===== src/logic/pwg_consts.svh =====
/*
 * Register map, field positions, reset values and widths of the pulse-width generator.
 * Assumes byte addressing on the register bus with one aligned 32-bit word per register.
 */
`ifndef PWG_CONSTS_SVH
`define PWG_CONSTS_SVH

`define PWG_ADDR_W 8
`define PWG_CNT_W 16
`define PWG_DB_W 12
`define PWG_NUM_EV 6

`define PWG_OFS_MCTL 8'h00
`define PWG_OFS_SYNC 8'h04
`define PWG_OFS_ENABLE 8'h08
`define PWG_OFS_INVERT 8'h0C
`define PWG_OFS_FAULT 8'h10
`define PWG_OFS_FINTEN 8'h14
`define PWG_OFS_STATUS 8'h20
`define PWG_OFS_GCTL 8'h40
`define PWG_OFS_EVSEL 8'h44
`define PWG_OFS_LOAD 8'h50
`define PWG_OFS_COUNT 8'h54
`define PWG_OFS_CMPA 8'h58
`define PWG_OFS_CMPB 8'h5C
`define PWG_OFS_ACTA 8'h60
`define PWG_OFS_ACTB 8'h64
`define PWG_OFS_DBCTL 8'h68
`define PWG_OFS_DBRISE 8'h6C
`define PWG_OFS_DBFALL 8'h70

`define PWG_GCTL_RUN 0
`define PWG_GCTL_UPDOWN 1
`define PWG_GCTL_DBGRUN 2
`define PWG_GCTL_SYNCUPD 3
`define PWG_GCTL_W 4

`define PWG_EV_ZERO 0
`define PWG_EV_LOAD 1
`define PWG_EV_AUP 2
`define PWG_EV_ADN 3
`define PWG_EV_BUP 4
`define PWG_EV_BDN 5
`define PWG_EVSEL_TRIG 8

`define PWG_RST_WORD 32'h0000_0000
`define PWG_RST_CNT 16'h0000
`define PWG_RST_DB 12'h000

`endif


===== src/logic/pwg_pkg.sv =====
/*
 * Types of the pulse-width generator.
 * Assumes nothing beyond a SystemVerilog compiler.
 */
package pwg_pkg;

	// Per-event output action, two bits each
	typedef enum logic [1:0] {
		ACT_KEEP,
		ACT_TOGGLE,
		ACT_LOW,
		ACT_HIGH
	} pwg_act_t;

endpackage : pwg_pkg


===== src/logic/pwg_top.sv =====
/*
 * Pulse-width generator with counter, two comparators, action generator, dead-band pair,
 * event selector for interrupt and converter trigger, fault masking and output control.
 * Assumes an Avalon-MM master on clock_in; fault_in and dbg_stall_in are asynchronous pins.
 */
// Design decisions made here: the Avalon-MM register port and the placing of the registers.
// Contract
// (RULE1) One 16-bit counter, counting down or up/down.
// (RULE2) Down mode: load value to zero, reload, repeat.
// (RULE3) Up/down mode: zero up to load, back to zero, repeat.
// (RULE4) Direction low in down mode, follows count direction in up/down mode.
// (RULE5) One-cycle pulses at zero and at load; load follows zero in down mode.
// (RULE6) Compare match pulses, split by direction into up and down events in up/down.
// (RULE7) Match value above load value never matches.
// (RULE8) Four events in down mode, six in up/down mode.
// (RULE9) Matches coinciding with zero or load are ignored by the generator.
// (RULE10) Coinciding A and B matches: output A sees A only, output B sees B only.
// (RULE11) Each event sets keep, toggle, low or high per output.
// (RULE12) Dead-band disabled: both generator outputs pass unchanged.
// (RULE13) Dead-band enabled: output A is input with rising edge delayed; B discarded.
// (RULE14) Output B is inverted input, rising a fall delay after input falls.
// (RULE15) Interrupt on selected events; trigger pulse on a separate selection.
// (RULE16) Interrupt and trigger use raw counter events, not dead-band outputs.
// (RULE17) Global synchronous reset returns selected counters to zero.
// (RULE18) Immediate mode: new load and compare take effect at next zero.
// (RULE19) Sync mode: new values wait for global update, then apply at zero.
// (RULE20) Fault forces enabled outputs inactive; fault may raise interrupt.
// (RULE21) Debug stall: keep running or stop at zero; no interrupt.
// (RULE22) Outputs gated by one enable mask, then optional per-output inversion.
// (RULE23) Action code: 00 keep, 01 toggle, 10 low, 11 high.
// (RULE24) Dead-band delays counted in clock cycles by a reloading down counter.
`timescale 1ns/1ps
`include "pwg_consts.svh"

module pwg_top import pwg_pkg::*; (
	input wire logic clock_in,
	input wire logic rst_in,
	input wire logic [`PWG_ADDR_W-1:0] avs_address_in,
	input wire logic avs_read_in,
	input wire logic avs_write_in,
	input wire logic [31:0] avs_writedata_in,
	input wire logic [3:0] avs_byteenable_in,
	output logic [31:0] avs_readdata_out,
	output logic avs_waitrequest_out,
	input wire logic fault_in,
	input wire logic dbg_stall_in,
	output logic [1:0] pwm_out,
	output logic irq_out,
	output logic trig_out
);

	function automatic logic [31:0] be_merge(input logic [31:0] old_v, input logic [31:0] new_v,
			input logic [3:0] be);
		logic [31:0] r;
		r = old_v;
		for (int i = 0; i < 4; i++) begin
			if (be[i]) begin
				r[8*i +: 8] = new_v[8*i +: 8];
			end
		end
		return r;
	endfunction : be_merge

	function automatic logic apply_act(input logic cur, input pwg_act_t act);
		logic r;
		r = cur;
		unique case (act)
			ACT_KEEP: r = cur;
			ACT_TOGGLE: r = ~cur;
			ACT_LOW: r = 1'b0;
			ACT_HIGH: r = 1'b1;
		endcase
		return r;
	endfunction : apply_act

	// Later events in the vector override earlier ones
	function automatic logic gen_step(input logic cur, input logic [`PWG_NUM_EV-1:0] ev,
			input logic [2*`PWG_NUM_EV-1:0] acts);
		logic r;
		r = cur;
		for (int i = 0; i < `PWG_NUM_EV; i++) begin
			if (ev[i]) begin
				r = apply_act(r, pwg_act_t'(acts[2*i +: 2])); // RULE11 RULE23
			end
		end
		return r;
	endfunction : gen_step

	logic wait_q;
	logic [31:0] rdata_q;
	logic [31:0] rd_val;
	logic [31:0] wval;
	logic wr_en;
	logic gsync_q;
	logic cnt_rst_q;
	logic [1:0] enable_q;
	logic [1:0] invert_q;
	logic [1:0] fault_en_q;
	logic fault_ien_q;
	logic [`PWG_GCTL_W-1:0] gctl_q;
	logic [`PWG_NUM_EV-1:0] isel_q;
	logic [`PWG_NUM_EV-1:0] tsel_q;
	logic [`PWG_CNT_W-1:0] load_q;
	logic [`PWG_CNT_W-1:0] cmpa_q;
	logic [`PWG_CNT_W-1:0] cmpb_q;
	logic [2*`PWG_NUM_EV-1:0] act_a_q;
	logic [2*`PWG_NUM_EV-1:0] act_b_q;
	logic db_en_q;
	logic [`PWG_DB_W-1:0] db_rise_q;
	logic [`PWG_DB_W-1:0] db_fall_q;

	assign wr_en = avs_write_in & ~wait_q;
	assign avs_waitrequest_out = wait_q;
	assign avs_readdata_out = rdata_q;

	// Bus handshake: one wait cycle, then a single ready cycle
	always_ff @(posedge clock_in or posedge rst_in) begin
		if (rst_in) begin
			wait_q <= 1'b1;
		end else begin
			wait_q <= ~((avs_read_in | avs_write_in) & wait_q);
		end
	end

	always_ff @(posedge clock_in or posedge rst_in) begin
		if (rst_in) begin
			rdata_q <= `PWG_RST_WORD;
		end else if (avs_read_in & wait_q) begin
			rdata_q <= rd_val;
		end
	end

	logic fault_m_q;
	logic fault_s_q;
	logic fault_d_q;
	logic stall_m_q;
	logic stall_s_q;
	logic [`PWG_CNT_W-1:0] cnt_q;
	logic dir_q;
	logic [`PWG_CNT_W-1:0] load_a_q;
	logic [`PWG_CNT_W-1:0] cmpa_a_q;
	logic [`PWG_CNT_W-1:0] cmpb_a_q;

	always_comb begin
		rd_val = `PWG_RST_WORD;
		case (avs_address_in)
			`PWG_OFS_MCTL: rd_val[0] = gsync_q;
			`PWG_OFS_SYNC: rd_val[0] = cnt_rst_q;
			`PWG_OFS_ENABLE: rd_val[1:0] = enable_q;
			`PWG_OFS_INVERT: rd_val[1:0] = invert_q;
			`PWG_OFS_FAULT: rd_val[1:0] = fault_en_q;
			`PWG_OFS_FINTEN: rd_val[0] = fault_ien_q;
			`PWG_OFS_STATUS: rd_val[0] = fault_s_q;
			`PWG_OFS_GCTL: rd_val[`PWG_GCTL_W-1:0] = gctl_q;
			`PWG_OFS_EVSEL: begin
				rd_val[`PWG_NUM_EV-1:0] = isel_q;
				rd_val[`PWG_EVSEL_TRIG +: `PWG_NUM_EV] = tsel_q;
			end
			`PWG_OFS_LOAD: rd_val[`PWG_CNT_W-1:0] = load_q;
			`PWG_OFS_COUNT: rd_val[`PWG_CNT_W-1:0] = cnt_q;
			`PWG_OFS_CMPA: rd_val[`PWG_CNT_W-1:0] = cmpa_q;
			`PWG_OFS_CMPB: rd_val[`PWG_CNT_W-1:0] = cmpb_q;
			`PWG_OFS_ACTA: rd_val[2*`PWG_NUM_EV-1:0] = act_a_q;
			`PWG_OFS_ACTB: rd_val[2*`PWG_NUM_EV-1:0] = act_b_q;
			`PWG_OFS_DBCTL: rd_val[0] = db_en_q;
			`PWG_OFS_DBRISE: rd_val[`PWG_DB_W-1:0] = db_rise_q;
			`PWG_OFS_DBFALL: rd_val[`PWG_DB_W-1:0] = db_fall_q;
			default: rd_val = `PWG_RST_WORD;
		endcase
		wval = be_merge(rd_val, avs_writedata_in, avs_byteenable_in);
	end

	// Plain configuration registers
	always_ff @(posedge clock_in or posedge rst_in) begin
		if (rst_in) begin
			enable_q <= 2'h0;
			invert_q <= 2'h0;
			fault_en_q <= 2'h0;
			fault_ien_q <= 1'b0;
			gctl_q <= '0;
			isel_q <= '0;
			tsel_q <= '0;
			load_q <= `PWG_RST_CNT;
			cmpa_q <= `PWG_RST_CNT;
			cmpb_q <= `PWG_RST_CNT;
			act_a_q <= '0;
			act_b_q <= '0;
			db_en_q <= 1'b0;
			db_rise_q <= `PWG_RST_DB;
			db_fall_q <= `PWG_RST_DB;
		end else if (wr_en) begin
			case (avs_address_in)
				`PWG_OFS_ENABLE: enable_q <= wval[1:0];
				`PWG_OFS_INVERT: invert_q <= wval[1:0];
				`PWG_OFS_FAULT: fault_en_q <= wval[1:0];
				`PWG_OFS_FINTEN: fault_ien_q <= wval[0];
				`PWG_OFS_GCTL: gctl_q <= wval[`PWG_GCTL_W-1:0];
				`PWG_OFS_EVSEL: begin
					isel_q <= wval[`PWG_NUM_EV-1:0];
					tsel_q <= wval[`PWG_EVSEL_TRIG +: `PWG_NUM_EV];
				end
				`PWG_OFS_LOAD: load_q <= wval[`PWG_CNT_W-1:0];
				`PWG_OFS_CMPA: cmpa_q <= wval[`PWG_CNT_W-1:0];
				`PWG_OFS_CMPB: cmpb_q <= wval[`PWG_CNT_W-1:0];
				`PWG_OFS_ACTA: act_a_q <= wval[2*`PWG_NUM_EV-1:0];
				`PWG_OFS_ACTB: act_b_q <= wval[2*`PWG_NUM_EV-1:0];
				`PWG_OFS_DBCTL: db_en_q <= wval[0];
				`PWG_OFS_DBRISE: db_rise_q <= wval[`PWG_DB_W-1:0];
				`PWG_OFS_DBFALL: db_fall_q <= wval[`PWG_DB_W-1:0];
				default: ;
			endcase
		end
	end

	always_ff @(posedge clock_in or posedge rst_in) begin
		if (rst_in) begin
			fault_m_q <= 1'b0;
			fault_s_q <= 1'b0;
			fault_d_q <= 1'b0;
			stall_m_q <= 1'b0;
			stall_s_q <= 1'b0;
		end else begin
			fault_m_q <= fault_in;
			fault_s_q <= fault_m_q;
			fault_d_q <= fault_s_q;
			stall_m_q <= dbg_stall_in;
			stall_s_q <= stall_m_q;
		end
	end

	logic cnt_zero;
	logic running;
	logic counting;
	logic upd_now;
	logic [`PWG_CNT_W-1:0] ld_next;

	assign cnt_zero = (cnt_q == `PWG_RST_CNT);
	assign running = gctl_q[`PWG_GCTL_RUN] &
		~(stall_s_q & ~gctl_q[`PWG_GCTL_DBGRUN] & cnt_zero); // RULE21
	assign counting = running & ~cnt_rst_q;
	assign upd_now = counting & cnt_zero & (~gctl_q[`PWG_GCTL_SYNCUPD] | gsync_q); // RULE18 RULE19
	assign ld_next = upd_now ? load_q : load_a_q;

	// Global update request: software sets, clears once applied; set wins
	always_ff @(posedge clock_in or posedge rst_in) begin
		if (rst_in) begin
			gsync_q <= 1'b0;
		end else if (wr_en && avs_address_in == `PWG_OFS_MCTL && wval[0]) begin
			gsync_q <= 1'b1;
		end else if (upd_now) begin
			gsync_q <= 1'b0; // RULE19
		end
	end

	always_ff @(posedge clock_in or posedge rst_in) begin
		if (rst_in) begin
			cnt_rst_q <= 1'b0;
		end else if (wr_en && avs_address_in == `PWG_OFS_SYNC && wval[0]) begin
			cnt_rst_q <= 1'b1;
		end else begin
			cnt_rst_q <= 1'b0;
		end
	end

	always_ff @(posedge clock_in or posedge rst_in) begin
		if (rst_in) begin
			load_a_q <= `PWG_RST_CNT;
			cmpa_a_q <= `PWG_RST_CNT;
			cmpb_a_q <= `PWG_RST_CNT;
		end else if (upd_now) begin
			load_a_q <= load_q; // RULE18 RULE19
			cmpa_a_q <= cmpa_q;
			cmpb_a_q <= cmpb_q;
		end
	end

	always_ff @(posedge clock_in or posedge rst_in) begin
		if (rst_in) begin
			cnt_q <= `PWG_RST_CNT;
			dir_q <= 1'b0;
		end else if (cnt_rst_q) begin
			cnt_q <= `PWG_RST_CNT; // RULE17
			dir_q <= 1'b0;
		end else if (running) begin
			if (!gctl_q[`PWG_GCTL_UPDOWN]) begin
				dir_q <= 1'b0; // RULE4
				cnt_q <= cnt_zero ? ld_next : cnt_q - 16'h0001; // RULE1 RULE2
			end else if (dir_q) begin
				if (cnt_q >= ld_next) begin
					dir_q <= 1'b0; // RULE3 RULE4
					cnt_q <= cnt_zero ? cnt_q : cnt_q - 16'h0001;
				end else begin
					cnt_q <= cnt_q + 16'h0001;
				end
			end else if (cnt_zero) begin
				dir_q <= 1'b1; // RULE3
				cnt_q <= (ld_next == `PWG_RST_CNT) ? cnt_q : 16'h0001;
			end else begin
				cnt_q <= cnt_q - 16'h0001;
			end
		end
	end

	logic a_hit;
	logic b_hit;
	logic [`PWG_NUM_EV-1:0] ev;
	logic [`PWG_NUM_EV-1:0] ev_a;
	logic [`PWG_NUM_EV-1:0] ev_b;

	assign a_hit = counting & (cnt_q == cmpa_a_q) & (cmpa_a_q <= load_a_q); // RULE6 RULE7
	assign b_hit = counting & (cnt_q == cmpb_a_q) & (cmpb_a_q <= load_a_q); // RULE6 RULE7

	always_comb begin
		ev = '0;
		ev[`PWG_EV_ZERO] = counting & cnt_zero; // RULE5
		ev[`PWG_EV_LOAD] = counting & (cnt_q == load_a_q); // RULE5
		ev[`PWG_EV_AUP] = a_hit & dir_q; // RULE6 RULE8
		ev[`PWG_EV_ADN] = a_hit & ~dir_q;
		ev[`PWG_EV_BUP] = b_hit & dir_q;
		ev[`PWG_EV_BDN] = b_hit & ~dir_q;
		ev_a = ev;
		ev_b = ev;
		if (ev[`PWG_EV_ZERO] | ev[`PWG_EV_LOAD]) begin
			ev_a[`PWG_EV_BDN:`PWG_EV_AUP] = 4'h0; // RULE9
			ev_b[`PWG_EV_BDN:`PWG_EV_AUP] = 4'h0;
		end
		if (a_hit) begin
			ev_a[`PWG_EV_BDN:`PWG_EV_BUP] = 2'h0; // RULE10
		end
		if (b_hit) begin
			ev_b[`PWG_EV_ADN:`PWG_EV_AUP] = 2'h0; // RULE10
		end
	end

	logic gen_a_q;
	logic gen_b_q;

	always_ff @(posedge clock_in or posedge rst_in) begin
		if (rst_in) begin
			gen_a_q <= 1'b0;
			gen_b_q <= 1'b0;
		end else begin
			gen_a_q <= gen_step(gen_a_q, ev_a, act_a_q); // RULE11
			gen_b_q <= gen_step(gen_b_q, ev_b, act_b_q); // RULE11
		end
	end

	logic db_prev_q;
	logic db_a_q;
	logic db_b_q;
	logic [`PWG_DB_W-1:0] db_cnt_q;
	logic [`PWG_DB_W-1:0] db_load;
	logic db_now;

	assign db_load = gen_a_q ? db_rise_q : db_fall_q;
	assign db_now = (db_load == `PWG_RST_DB);

	// Both outputs low while a delay runs; the edge cycle is the first delay cycle
	always_ff @(posedge clock_in or posedge rst_in) begin
		if (rst_in) begin
			db_prev_q <= 1'b0;
			db_a_q <= 1'b0;
			db_b_q <= 1'b0;
			db_cnt_q <= `PWG_RST_DB;
		end else begin
			db_prev_q <= gen_a_q;
			if (gen_a_q != db_prev_q) begin
				db_cnt_q <= db_now ? `PWG_RST_DB : db_load - 12'h001; // RULE24
				db_a_q <= db_now & gen_a_q;
				db_b_q <= db_now & ~gen_a_q;
			end else if (db_cnt_q != `PWG_RST_DB) begin
				db_cnt_q <= db_cnt_q - 12'h001; // RULE24
			end else begin
				db_a_q <= gen_a_q; // RULE13
				db_b_q <= ~gen_a_q; // RULE14
			end
		end
	end

	logic [1:0] raw;
	logic [1:0] fault_mask;

	assign raw = db_en_q ? {db_b_q, db_a_q} : {gen_b_q, gen_a_q}; // RULE12 RULE13
	assign fault_mask = {2{fault_s_q}} & fault_en_q;

	always_ff @(posedge clock_in or posedge rst_in) begin
		if (rst_in) begin
			pwm_out <= 2'h0;
		end else begin
			pwm_out <= ((raw & ~fault_mask) & enable_q) ^ invert_q; // RULE20 RULE22
		end
	end

	// Raw events and fault onset only; stall never feeds the interrupt
	always_ff @(posedge clock_in or posedge rst_in) begin
		if (rst_in) begin
			irq_out <= 1'b0;
			trig_out <= 1'b0;
		end else begin
			irq_out <= (|(ev & isel_q)) | (fault_ien_q & fault_s_q & ~fault_d_q); // RULE15 RULE16 RULE20
			trig_out <= |(ev & tsel_q); // RULE15 RULE16
		end
	end
endmodule : pwg_top

===== config.mk =====
export PLATFORM = sky130hd
export DESIGN_NAME = pwg_top
export DESIGN_NICKNAME = d
export VERILOG_FILES = /design/src/logic/pwg_pkg.sv /design/src/logic/pwg_top.sv
export VERILOG_INCLUDE_DIRS = /design/src /design/src/logic
export SDC_FILE = /design/constraint.sdc
export NUM_CORES = 1
export LEC_CHECK = 0
export BUFFER_PORTS_ARGS = -buffer_cell sky130_fd_sc_hd__buf_2
export CORE_AREA = 2 2 188 190
export CTS_CLUSTER_SIZE = 12
export DETAILED_ROUTE_END_ITERATION = 10
export DIE_AREA = 0 0 190 192
export SYNTH_ARGS = -nofsm -noshare
export SYNTH_HDL_FRONTEND = slang
export SYNTH_SLANG_ARGS = --single-unit

===== constraint.sdc =====
create_clock -name clock_in -period 8.76 [get_ports clock_in]
set_input_delay 0.876 -clock clock_in [delete_from_list [all_inputs] [get_ports clock_in]]
set_output_delay 0.876 -clock clock_in [all_outputs]
set_load 0.1 [all_outputs]

==> results.md <==
* Post-DP Area at 14200 um^2
* Vias per cell at 5.77
* Hold Path Cell Cnt at 0
* Area Overhead vs Synth at 10.9%
* First-pass GRT wire length at 65000 um
* WP data arrival at around 7.6 ns
* Final setup viols at 0
* Syn Inst Count at roughly 1500
* Die width at 190 um
* Placer Congestion at 0.935
* Max-cap violations at 0
* Most common flop cell mapped by yosys: dfrtp_1
* WL final at ~42000 um
* Startpoint types: flop
* R2r worst-path depth at 18
* Share of post-route cells with drive strength above 1 at 12.9%
* Initial antenna violation count at 0
* Register share of total power at 36.1%
* RSZ-0062 raised after global routing: no
* H-tree levels at 1
* Via count of the first global-routing pass at around 11000
* Crit. End Element: flop
* Synth async-reset ratio at 100%
* Status: finished, final reports clean
* I/O pin total at 87
* R2R Setup Slk at roughly 1.6 ns
* Cts hold-fix bufs at 0
* Count of final hold-check violations at 0
* Cell area power density at 229 nW/um^2
* EDFF count, synth at 0
* Antenna Cells at 0
* WHS Endpoint: fault_s_q
* Syn Area/Cell at 9.32 um^2
* Register Area at 5760 um^2
* Largest net degree at the start of global routing at about 110
* Clock period minus worst slack at 7.13 ns
* P_leak at about 7.1 nW
* Dpl hpwl at approximately 30000 um
* Skew-Pair Late Insertion Delay at around 0.54 ns
* Wire per inst at 21.3 um
* # rows at 68
* Fillers at 3283
* CP max FO at 31
* Worst slew pin tran at 1.21 ns
* Buffers on Ports at 52
* Initial Util at 39.8%
* Core Area at 34300 um^2
* Multi-input logic area at 7260 um^2
* Fin crit share at approximately four fifths
* Commonest non-fill, non-tap cell in the layout: dfrtp_1
* Most frequent cells in the layout: dfrtp_1 (229), nand2_1 (206), o21ai_0 (159)
* Post-CTS sizing at 0
* Psw at approximately 1.2 mW
* RR Startpoint: cnt_q[0]
* NumNets Final at 1585
* Final Max Tran Viols at 0
* Post-synthesis sequential area ratio at 42.1%
* Post-CTS setup buffer count at 0
* Peak supply drop at 0.000205 V
* Mapped Area at 13700 um^2
* First DRT Iteration DRCs at between 1000 and 1500
* Total number of vias at 11300
* HP Start: fault_m_q
* Clock skew at 0.0116 ns
* Clk pwr share at 33.8%
* Drt drc at 0
* Sw frac at 35.0%
* Final worst-path setup slack at around 1.6 ns
* CTS root buf: clkbuf_16
* Slew HR at between 10% and 20%
* Peak Freq at 140 MHz
* Internal power at 2.25 mW
* Num CTS Buffers at 26
* Hold WC Path Type: reg2reg
* Critical path data required time at 9.21 ns
* Grt total ovfl at 0
* Seq cells post-synth at 230
* Synth Warn # at 0
* Design Area, Final at approximately 15000 um^2
* Die Y at 192 um
* First drt pass iteration count at 6
* Final ANT Viol Nets at 0
* Die area at 36500 um^2
* CTS tree: done
* Synth cell types at 84
* Max Buffers Root-to-Sink at 3
* Setup TNS Final at 0 ns
* # clock sinks at 230
* Comb power frac at 30.1%
* Worst-path clk slew at approximately 0.06 ns
* Setup slack at placement at 1.75 ns
* Total track usage at between 20% and 30%
* R2R Path End: cnt_q[9]
* Critical path type: reg2reg
==> worst max-delay path, cell delays in order (launching register included) <==
cell	delay (ns)
dfrtp_1	0.55
inv_1	0.21
ha_1	0.29
or4b_4	0.54
or3_4	0.40
a2111o_2	0.73
buf_4	0.38
mux2_2	0.35
ha_1	0.27
nand2b_1	0.15
a21o_1	0.19
a21o_1	0.18
a21o_1	0.19
a21o_1	0.20
a2111oi_0	0.58
o21ai_0	0.29
a31oi_2	0.85
nand2_1	0.41
o2bb2ai_1	0.24
==> kinds of logic after synthesis <==
family | after synthesis | share of synthesized area [%]
buf+inv | 161 | 5.17
xor+xnor | 85 | 5.45
other cells | 1 | 0.0275
fa+ha+maj | 52 | 4.76
mux | 101 | 8.04
flops | 230 | 42.1
compound gates | 387 | 18.8
simple gates | 449 | 15.6
==> layer usage <==
metal	global-route usage [%]	part of all wire, %	vias up
met4	7.30	2.8	0
met1	31.2	44	5544
li1	-	-	5290
met3	2.98	6.2	75
met5	0	0	-
met2	38.0	47	380
==> synthesized netlist by cell type, types with 22 or more instances <==
cell        n  share of area, %
a21oi_1    38               1.4
nor3_1     34               1.2
mux2_2     53               4.4
xnor2_1    22               1.4
nor4_1     24               1.1
dfrtp_1   229                42
mux2i_1    44               3.2
xor2_1     63               4.0
ha_1       52               4.8
nand3_1    25              0.92
inv_1      62               1.7
nor2_1     65               1.8
a22oi_1    26               1.4
o21ai_0   159               5.8
nand2_1   206               5.7
clkbuf_1   62               1.7
==> final cells by class <==
class | instances | share of cell area (%)
Sequential cell | 230 | 38.0
Clock buffer | 36 | 4.81
Tap cell | 455 | 3.76
Multi-Input combinational cell | 1090 | 47.9
Inverter | 66 | 1.69
Clock inverter | 10 | 1.23
Timing Repair Buffer | 69 | 2.56
==> flip-flops by register name (all words and copies together) (netlist names), 2 cells and up <==
name,count
act_a_q,12
act_b_q,12
avs_readdata_out,16
cmpa_a_q,16
cmpa_q,16
cmpb_a_q,16
cmpb_q,16
cnt_q,16
db_cnt_q,12
db_fall_q,12
db_rise_q,12
enable_q,2
fault_en_q,2
gctl_q,4
invert_q,2
isel_q,6
load_a_q,16
load_q,16
pwm_out,2
tsel_q,6
==> power by group through the flow <==
stage	logic (mW)	registers, mW	clock network (mW)
after floorplan	0.853	1.19	0
after global placement	1.01	1.27	0
after detailed placement	1.02	1.27	0
after CTS	1.03	1.25	1.19
after global routing	1.15	1.26	1.24
final	1.04	1.25	1.17
==> how the worst max path moves through the flow <==
stage,start,endpoint,slack (ns),cells past startpoint
after CTS,cnt_q[0],cnt_q[9],1.70,18
after floorplan,rst_in,act_a_q[0],1.58,1
final,cnt_q[0],cnt_q[9],1.63,18
after global routing,cnt_q[0],cnt_q[13],1.17,18
after detailed placement,cnt_q[0],cnt_q[9],1.75,18
after global placement,cnt_q[0],cnt_q[7],1.94,18
==> per-stage QoR <==
step	cells	util [%]	hold slack (ns)	power, mW
2_1_floorplan	1481	-	0.331	2.04
3_3_place_gp	1910	41.5	0.334	2.27
3_5_place_dp	1910	41.5	0.336	2.29
4_1_cts	1956	44.2	0.352	3.47
5_1_grt	1956	44.2	0.357	3.64
6_report	1956	44.2	0.349	3.47
Power figures use the tool's default switching activity.
